===== config.mk =====
export PLATFORM = sky130hd
export DESIGN_NAME = tmr1_core
export DESIGN_NICKNAME = d
export VERILOG_FILES = /design/src/hw/tmr1_pkg.sv /design/src/hw/tmr1_core.sv
export VERILOG_INCLUDE_DIRS = /design/src /design/src/hw
export SDC_FILE = /design/constraint.sdc
export NUM_CORES = 1
export LEC_CHECK = 0
export BUFFER_PORTS_ARGS = -buffer_cell sky130_fd_sc_hd__buf_4
export CAP_MARGIN = 10
export CORE_MARGIN = 8
export CORE_UTILIZATION = 54
export DETAILED_ROUTE_END_ITERATION = 12
export GPL_ROUTABILITY_DRIVEN = 0
export PLACE_DENSITY = 0.91
export SLEW_MARGIN = 25
export SYNTH_ARGS = -nofsm -noshare
export SYNTH_HDL_FRONTEND = slang
export SYNTH_SLANG_ARGS = --single-unit

===== constraint.sdc =====
create_clock -name clk -period 4.75 [get_ports clk]
set_input_delay 0.2375 -clock clk [delete_from_list [all_inputs] [get_ports clk]]
set_output_delay 0.2375 -clock clk [all_outputs]
set_load 0.01 [all_outputs]

===== src/hw/tmr1_cfg.svh =====
// Notes on behaviour
// - reading count low byte returns low byte of live 16-bit count
// - reading count low byte snapshots upper byte for later high-byte reads
// - a write to count low byte with byte enable 0 set clears the whole count to zero
// - control bits 7,6,5 hold channel 2,1,0 pending flags, cleared by 0
// - wrap flag bit 4 sets at terminal count, or zero turnaround up/down
// - prescale 00/01/10/11 advances every 1/8/32/128 ticks
// - writing prescale never resets the prescale counter
// - mode 00 holds the count and stops counting
// - mode 01 counts 0 to 0xFFFF then wraps to zero, forever
// - mode 10 counts 0 to channel 0 compare value then restarts
// - mode 11 counts up to compare value, back down to zero, repeating
// - setup bit 7 picks capture trigger: pin, or masked radio events
// - setup bit 6 is channel 0 interrupt enable, reset value 1
// - action 000 set, 001 clear, 010 toggle output on match; 101-111 none
// - action 011 sets on up match, clears at zero or on down match
// - action 100 clears on up match, sets at zero or on down match
// - setup bit 2 selects capture (0) or compare (1) function
// - edge field: 00 off, 01 rising, 10 falling, 11 both edges
// - wrap and channel flags set regardless of interrupt enable bits
// - up/down with compare channel 0: chan0 and wrap flags set at zero
// - any nonzero mode starts counting from the current value
`ifndef TMR1_CFG_SVH
`define TMR1_CFG_SVH

// ============================================================
// register indices, byte address is four times the index
`define TMR1_IDX_CNT_LOW 8'hE2
`define TMR1_IDX_CNT_HIGH 8'hE3
`define TMR1_IDX_CTL 8'hE4
`define TMR1_IDX_SETUP 8'hE5
`define TMR1_ADDR_W 10

// ============================================================
// reset values
`define TMR1_CTL_RST 8'h00
`define TMR1_SETUP_RST 8'h40
`define TMR1_CNT_RST 16'h0000

// ============================================================
// field codes
`define TMR1_MODE_STOP 2'h0
`define TMR1_MODE_FREE 2'h1
`define TMR1_MODE_MODULO 2'h2
`define TMR1_MODE_UPDOWN 2'h3
`define TMR1_DIV_1 2'h0
`define TMR1_DIV_8 2'h1
`define TMR1_DIV_32 2'h2
`define TMR1_MASK_8 7'h07
`define TMR1_MASK_32 7'h1F
`define TMR1_MASK_128 7'h7F
`define TMR1_ACT_SET 3'h0
`define TMR1_ACT_CLR 3'h1
`define TMR1_ACT_TOG 3'h2
`define TMR1_ACT_SET_UP 3'h3
`define TMR1_ACT_CLR_UP 3'h4
`define TMR1_EDGE_OFF 2'h0
`define TMR1_EDGE_RISE 2'h1
`define TMR1_EDGE_FALL 2'h2
`define TMR1_CNT_MAX 16'hFFFF
`define TMR1_CNT_ONE 16'h0001

`endif


===== src/hw/tmr1_pkg.sv =====
package tmr1_pkg;

    // ============================================================
    // control and status byte
    typedef struct packed {
        logic chan2_event_flag;
        logic chan1_event_flag;
        logic chan0_event_flag;
        logic wrap_flag;
        logic [1:0] div;
        logic [1:0] mode;
    } tmr1_ctl_t;

    // ============================================================
    // channel 0 setup byte
    typedef struct packed {
        logic trigger_source_choice;
        logic irq_enable_bit;
        logic [2:0] output_action_select;
        logic compare_sel;
        logic [1:0] edge_trigger_select;
    } tmr1_setup_t;

    // ============================================================
    // bus access phases
    typedef enum logic [1:0] {
        tmr1_bus_idle,
        tmr1_bus_ack
    } tmr1_bus_state_t;

endpackage


===== src/hw/tmr1_core.sv =====
`timescale 1ns/1ps
`include "tmr1_cfg.svh"

module tmr1_core (
    input wire logic clk,
    input wire logic reset,
    input wire logic [`TMR1_ADDR_W-1:0] avs_address,
    input wire logic avs_read,
    input wire logic avs_write,
    input wire logic [31:0] avs_writedata,
    input wire logic [3:0] avs_byteenable,
    output logic [31:0] avs_readdata,
    output logic avs_waitrequest,
    input wire logic tick_enable,
    input wire logic [15:0] period_compare_value,
    input wire logic capture_pin,
    input wire logic [7:0] radio_events,
    input wire logic [7:0] radio_event_mask,
    input wire logic chan1_event,
    input wire logic chan2_event,
    output logic chan0_out,
    output logic [15:0] capture_value,
    output logic capture_strobe,
    output logic [15:0] tick_count,
    output logic chan0_irq_enable,
    output logic [3:0] event_flags
);

    // ============================================================
    // state
    tmr1_pkg::tmr1_ctl_t ctl;
    tmr1_pkg::tmr1_setup_t setup;
    tmr1_pkg::tmr1_bus_state_t bus_state;
    logic [15:0] count;
    logic [15:0] next_count;
    logic count_down;
    logic next_down;
    logic [6:0] prescale;
    logic [7:0] count_high_snapshot;
    logic cap_meta;
    logic cap_sync;
    logic cap_prev;

    // ============================================================
    // bus decode
    function automatic logic hit(input logic [`TMR1_ADDR_W-1:0] a,
                                 input logic [7:0] idx);
        hit = (a == {idx, 2'b00});
    endfunction

    logic req;
    logic take;
    logic first;
    logic wr_low;
    logic wr_ctl;
    logic wr_setup;
    logic rd_low;


    // one wait state for every access, writes land on the accepting edge
    assign req = avs_read | avs_write;
    assign avs_waitrequest = req & (bus_state == tmr1_pkg::tmr1_bus_idle);
    assign take = req & (bus_state == tmr1_pkg::tmr1_bus_ack);
    assign first = req & (bus_state == tmr1_pkg::tmr1_bus_idle);
    assign wr_low = take & avs_write & avs_byteenable[0]
                    & hit(avs_address, `TMR1_IDX_CNT_LOW);
    assign wr_ctl = take & avs_write & avs_byteenable[0]
                    & hit(avs_address, `TMR1_IDX_CTL);
    assign wr_setup = take & avs_write & avs_byteenable[0]
                      & hit(avs_address, `TMR1_IDX_SETUP);
    assign rd_low = first & avs_read & hit(avs_address, `TMR1_IDX_CNT_LOW);

    always_ff @(posedge clk) begin
        if (reset) begin
            bus_state <= tmr1_pkg::tmr1_bus_idle;
        end else if (first) begin
            bus_state <= tmr1_pkg::tmr1_bus_ack;
        end else begin
            bus_state <= tmr1_pkg::tmr1_bus_idle;
        end
    end

    // ============================================================
    // read data, captured in the cycle before the accepting edge
    always_ff @(posedge clk) begin
        if (reset) begin
            avs_readdata <= 32'h00000000;
        end else if (first & avs_read) begin
            if (hit(avs_address, `TMR1_IDX_CNT_LOW)) begin
                avs_readdata <= {24'h000000, count[7:0]};
            end else if (hit(avs_address, `TMR1_IDX_CNT_HIGH)) begin
                avs_readdata <= {24'h000000, count_high_snapshot};
            end else if (hit(avs_address, `TMR1_IDX_CTL)) begin
                avs_readdata <= {24'h000000, ctl};
            end else if (hit(avs_address, `TMR1_IDX_SETUP)) begin
                avs_readdata <= {24'h000000, setup};
            end else begin
                avs_readdata <= 32'h00000000;
            end
        end
    end

    always_ff @(posedge clk) begin
        if (reset) begin
            count_high_snapshot <= 8'h00;
        end else if (rd_low) begin
            count_high_snapshot <= count[15:8];
        end
    end

    // ============================================================
    // prescaler, free running on ticks
    logic advance;
    logic running;

    always_ff @(posedge clk) begin
        if (reset) begin
            prescale <= 7'h00;
        end else if (tick_enable) begin
            prescale <= prescale + 7'h01;
        end
    end

    always_comb begin
        case (ctl.div)
            `TMR1_DIV_1: advance = tick_enable;
            `TMR1_DIV_8: advance = tick_enable
                & ((prescale & `TMR1_MASK_8) == `TMR1_MASK_8);
            `TMR1_DIV_32: advance = tick_enable
                & ((prescale & `TMR1_MASK_32) == `TMR1_MASK_32);
            default: advance = tick_enable
                & (prescale == `TMR1_MASK_128);
        endcase
    end


    // a nonzero mode resumes from the held count
    assign running = (ctl.mode != `TMR1_MODE_STOP);

    // ============================================================
    // counter
    logic wrap_evt;
    logic up_match;
    logic down_match;
    logic zero_hit;

    always_comb begin
        next_count = count;
        next_down = count_down;
        wrap_evt = 1'b0;
        case (ctl.mode)
            `TMR1_MODE_FREE: begin
                next_down = 1'b0;
                next_count = count + 16'h0001;
                wrap_evt = (count == `TMR1_CNT_MAX);
            end
            `TMR1_MODE_MODULO: begin
                next_down = 1'b0;
                if (count >= period_compare_value) begin
                    next_count = `TMR1_CNT_RST;
                    wrap_evt = 1'b1;
                end else begin
                    next_count = count + 16'h0001;
                end
            end
            `TMR1_MODE_UPDOWN: begin
                if (!count_down) begin
                    if (count >= period_compare_value) begin
                        next_down = (count != `TMR1_CNT_RST);
                        next_count = (count == `TMR1_CNT_RST) ? count
                                     : count - 16'h0001;
                    end else begin
                        next_count = count + 16'h0001;
                    end
                end else if (count <= `TMR1_CNT_ONE) begin
                    next_count = `TMR1_CNT_RST;
                    next_down = 1'b0;
                    wrap_evt = 1'b1;
                end else begin
                    next_count = count - 16'h0001;
                end
            end
            default: begin
                next_count = count;
            end
        endcase
    end

    always_ff @(posedge clk) begin
        if (reset) begin
            count <= `TMR1_CNT_RST;
            count_down <= 1'b0;
        end else if (wr_low) begin
            count <= `TMR1_CNT_RST;
            count_down <= 1'b0;
        end else if (advance & running) begin
            count <= next_count;
            count_down <= next_down;
        end
    end

    logic step;
    assign step = advance & running & ~wr_low;
    assign up_match = step & ~next_down
                      & (next_count == period_compare_value);
    assign down_match = step & next_down & count_down
                        & (next_count == period_compare_value);
    assign zero_hit = step & (next_count == `TMR1_CNT_RST);

    // ============================================================
    // capture trigger
    always_ff @(posedge clk) begin
        if (reset) begin
            cap_meta <= 1'b0;
            cap_sync <= 1'b0;
            cap_prev <= 1'b0;
        end else begin
            cap_meta <= capture_pin;
            cap_sync <= cap_meta;
            cap_prev <= cap_sync;
        end
    end

    logic pin_edge;
    logic capture_evt;
    logic radio_hit;

    assign radio_hit = |(radio_events & radio_event_mask);

    always_comb begin
        case (setup.edge_trigger_select)
            `TMR1_EDGE_OFF: pin_edge = 1'b0;
            `TMR1_EDGE_RISE: pin_edge = cap_sync & ~cap_prev;
            `TMR1_EDGE_FALL: pin_edge = ~cap_sync & cap_prev;
            default: pin_edge = cap_sync ^ cap_prev;
        endcase
    end

    assign capture_evt = ~setup.compare_sel
        & (setup.edge_trigger_select != `TMR1_EDGE_OFF)
        & (setup.trigger_source_choice
           ? radio_hit : pin_edge);

    always_ff @(posedge clk) begin
        if (reset) begin
            capture_value <= `TMR1_CNT_RST;
            capture_strobe <= 1'b0;
        end else begin
            capture_strobe <= capture_evt;
            if (capture_evt) begin
                capture_value <= count;
            end
        end
    end

    // ============================================================
    // channel 0 flag source
    logic chan0_evt;
    logic updown;
    assign updown = (ctl.mode == `TMR1_MODE_UPDOWN);
    assign chan0_evt = capture_evt
        | (setup.compare_sel & (updown ? (step & wrap_evt)
                                       : (up_match | down_match)));

    // ============================================================
    // control register and flags; set wins over a clearing write
    logic clr_chan2;
    logic clr_chan1;
    logic clr_chan0;
    logic clr_wrap;

    assign clr_chan2 = wr_ctl & ~avs_writedata[7];
    assign clr_chan1 = wr_ctl & ~avs_writedata[6];
    assign clr_chan0 = wr_ctl & ~avs_writedata[5];
    assign clr_wrap = wr_ctl & ~avs_writedata[4];

    always_ff @(posedge clk) begin
        if (reset) begin
            ctl <= `TMR1_CTL_RST;
        end else begin
            if (wr_ctl) begin
                ctl.div <= avs_writedata[3:2];
                ctl.mode <= avs_writedata[1:0];
            end
            ctl.chan2_event_flag <= chan2_event
                | (ctl.chan2_event_flag & ~clr_chan2);
            ctl.chan1_event_flag <= chan1_event
                | (ctl.chan1_event_flag & ~clr_chan1);
            ctl.chan0_event_flag <= chan0_evt
                | (ctl.chan0_event_flag & ~clr_chan0);
            ctl.wrap_flag <= (step & wrap_evt)
                | (ctl.wrap_flag & ~clr_wrap);
        end
    end

    always_ff @(posedge clk) begin
        if (reset) begin
            setup <= `TMR1_SETUP_RST;
        end else if (wr_setup) begin
            setup <= avs_writedata[7:0];
        end
    end

    // ============================================================
    // compare output
    logic any_match;
    logic far_match;

    assign any_match = up_match | down_match;
    assign far_match = updown ? down_match : zero_hit;

    always_ff @(posedge clk) begin
        if (reset) begin
            chan0_out <= 1'b0;
        end else if (setup.compare_sel) begin
            case (setup.output_action_select)
                `TMR1_ACT_SET: begin
                    if (any_match) begin
                        chan0_out <= 1'b1;
                    end
                end
                `TMR1_ACT_CLR: begin
                    if (any_match) begin
                        chan0_out <= 1'b0;
                    end
                end
                `TMR1_ACT_TOG: begin
                    if (any_match) begin
                        chan0_out <= ~chan0_out;
                    end
                end
                `TMR1_ACT_SET_UP: begin
                    if (up_match) begin
                        chan0_out <= 1'b1;
                    end else if (far_match) begin
                        chan0_out <= 1'b0;
                    end
                end
                `TMR1_ACT_CLR_UP: begin
                    if (up_match) begin
                        chan0_out <= 1'b0;
                    end else if (far_match) begin
                        chan0_out <= 1'b1;
                    end
                end
                default: begin
                    // reserved codes leave the pin alone
                    chan0_out <= chan0_out;
                end
            endcase
        end
    end

    // ============================================================
    // status outputs
    assign tick_count = count;
    assign chan0_irq_enable = setup.irq_enable_bit;
    assign event_flags = {ctl.chan2_event_flag, ctl.chan1_event_flag,
                          ctl.chan0_event_flag, ctl.wrap_flag};

endmodule


==> results.json <==
{
  "hold_buffers": 0,
  "critPathKind": "register to register",
  "cts_tree": "done",
  "multiInputGateArea_um2": 3930,
  "r2r-start": "tick_count[1]",
  "die_x_um": 121,
  "crit_start": "tick_count[1]",
  "start_kind": "register",
  "drt_iter0_drc": 1127,
  "diodes": 0,
  "clk_pin_slew_ns": 0.10,
  "num_io_pins": 158,
  "cts_sinks": 78,
  "cts_root_buffer": "clkbuf_8",
  "synth.area.top_cells": "dfxtp_1, nor2_1, ha_1",
  "required_ns": 5.01,
  "grtUsageTotal_pct": 27.4,
  "critPathMaxFanout": 14,
  "synth.largest_area_cell": "dfxtp_1",
  "nets": 992,
  "p_total_uw": 1350,
  "start_util_pct": 55.1,
  "clock_path_buffers": 2,
  "run_status": "finished with violations",
  "synth_top_family_by_area": "simple AND/OR/NAND/NOR gates",
  "max_slew_margin_pct": 43.6,
  "max-vdd-ir-drop_mv": 0.143,
  "grt_pass1_wl_um": 32400,
  "first_global_vias": 6233,
  "antenna_found_initial": 0,
  "wl_um": 20700,
  "area_growth_pct": 18.4,
  "r2r_cells": 13,
  "cp-endpoint": "chan0_out",
  "p_leak_uw": 0.00299,
  "dpl.hpwl_um": 15000,
  "synth-simple-area-share_pct": 26.2,
  "htreeDepth": 3,
  "ys_seq_area_share_pct": 26.2,
  "routed_via_density": 6.48,
  "finalMaxSlewViolations": 0,
  "drc": 1,
  "hold_viol_final": 0,
  "num_vias": 6624,
  "tns_ns": 0,
  "finalSetupViolations": 0,
  "syn_inst": 787,
  "cts_buffers": 9,
  "synth_top_flop_cell": "dfxtp_1",
  "tightest_slew_ns": 0.838,
  "syn_area_um2": 5950,
  "nFillCells": 882,
  "clk-insertion-delay-late_ns": 0.38,
  "end_kind": "register",
  "chipHeight_um": 121,
  "hp-class": "input pin to register",
  "cp_data_arrival_time_ns": 4.71,
  "std_cell_rows": 38,
  "finalCriticalPeriod_ns": 4.45,
  "syn_avg_cell_area_um2": 7.56,
  "drive_gt1_share_pct": 18.9,
  "fin_skew_ns": 0.0273,
  "failed_checks": "DRC",
  "r2r-end": "chan0_out",
  "core-area_um2": 10800,
  "portBuffers": 106,
  "grt_overflow": 0,
  "max_freq_mhz": 225,
  "power_density_nw_per_um2": 192,
  "regArea_um2": 1560,
  "min_period_over_period_pct": 93.7,
  "wl_per_cell_um": 20.2,
  "reg2reg_slack_ns": 0.30,
  "synth_top_area_share_pct": 26.2,
  "grt_max_degree": 64,
  "synth-xor-area-share_pct": 4.86,
  "whs_ns": 0.0776,
  "synth_fa_ha_area_share_pct": 5.89,
  "min_from": "avs_writedata[6]",
  "die_area_um2": 14600,
  "ys_ff_latch": 78,
  "synthMuxAreaShare_pct": 5.34,
  "drtAntennaViolNets": 0,
  "ys_types": 71,
  "cts_setup_buffers": 0,
  "rsz0062_at_grt": "no",
  "synth.most_common_cell": "nor2_1",
  "cts.repair.resized": 0,
  "dpl_cell_area_um2": 6830,
  "maxCapViolations": 0,
  "final_area_um2": 7040,
  "synth-compound-area-share_pct": 22.2,
  "synthTopCellsByCount": "nor2_1, dfxtp_1, a21oi_1, nand2_1, clkbuf_1",
  "synth_enable_flop_cells": 0,
  "ys_warn_count": 0,
  "firstDrtPassIters": 10,
  "async_reset_ff_share_pct": 0
}
power by group:
group / switching, µW / internal [µW]
Clock: 286 / 266
Combinational: 70.2 / 61.7
Sequential: 5.88 / 663
Total: 362 / 990
placed cells by master (no fill, tap or decap), types with 20 or more instances in the layout:
| master | n |
|---|---|
| xnor2_1 | 24 |
| nand4_1 | 20 |
| a21oi_1 | 50 |
| mux2i_1 | 28 |
| nand3_1 | 29 |
| nand2_1 | 51 |
| a211oi_1 | 25 |
| ha_1 | 28 |
| o21ai_0 | 29 |
| conb_1 | 24 |
| nor3_1 | 20 |
| dfxtp_1 | 78 |
| nor2_1 | 100 |
| inv_1 | 35 |
| buf_4 | 137 |
sequential cells by signal (all words and copies together) (netlist names):
signal and count:
avs_readdata 8, bus_state 1, cap_meta 1, cap_prev 1, cap_sync 1, capture_strobe 1
capture_value 16, chan0_irq_enable 1, chan0_out 1, count_down 1, count_high_snapshot 8, ctl 4
event_flags 4, prescale 7, setup 7, tick_count 16
worst max-delay path, cell delays in order, from the launching register on:
cell	delay, ns
dfxtp_1	0.65
ha_1	0.35
nor2b_1	0.14
o211a_1	0.22
o31a_1	0.38
nor3_1	0.38
buf_4	0.29
nor3b_1	0.09
a2111o_1	0.38
xnor2_1	0.40
o2111ai_2	0.26
or4bb_1	0.56
o21ai_1	0.14
o31ai_1	0.08
worst min path at each step:
stage,end,cells past startpoint
final,chan0_irq_enable,2
after CTS,cap_meta,2
after global placement,cap_sync,1
after detailed placement,cap_sync,1
after global routing,cap_meta,2
after floorplan,chan0_irq_enable,1
through the flow:
stage	instances	utilization [%]	worst slack, ns
2_1_floorplan	810	-	0.927
3_3_place_gp	1007	63.3	0.617
3_5_place_dp	1007	63.3	0.517
4_1_cts	1023	65.2	0.437
5_1_grt	1023	65.3	0.0266
6_report	1023	65.3	0.301
area by class of cell:
type	instances	share of cell area (%)
Clock inverter	6	1.07
Inverter	36	1.92
Timing Repair Buffer	137	14.6
Multi-Input combinational cell	616	55.8
Sequential cell	78	22.2
Tap cell	140	2.49
Clock buffer	10	1.95
cell families (layout without fill, tap and decap cells):
logic type / count (synthesis) / after routing
xor+xnor: 33 / 33
buf+inv: 116 / 189
fa+ha+maj: 28 / 28
compound gates: 196 / 196
simple gates: 304 / 304
flops: 78 / 78
other cells: 1 / 24
mux: 31 / 31
layer usage:
metal	up-vias	wire length, µm	GRT usage, %
met3	140	2850	7.54
met1	2953	7520	33.8
met5	-	0	0
met4	0	1310	16.3
li1	3001	-	-
met2	530	8980	42.0
Note: power is estimated with default switching activity, not from simulation.
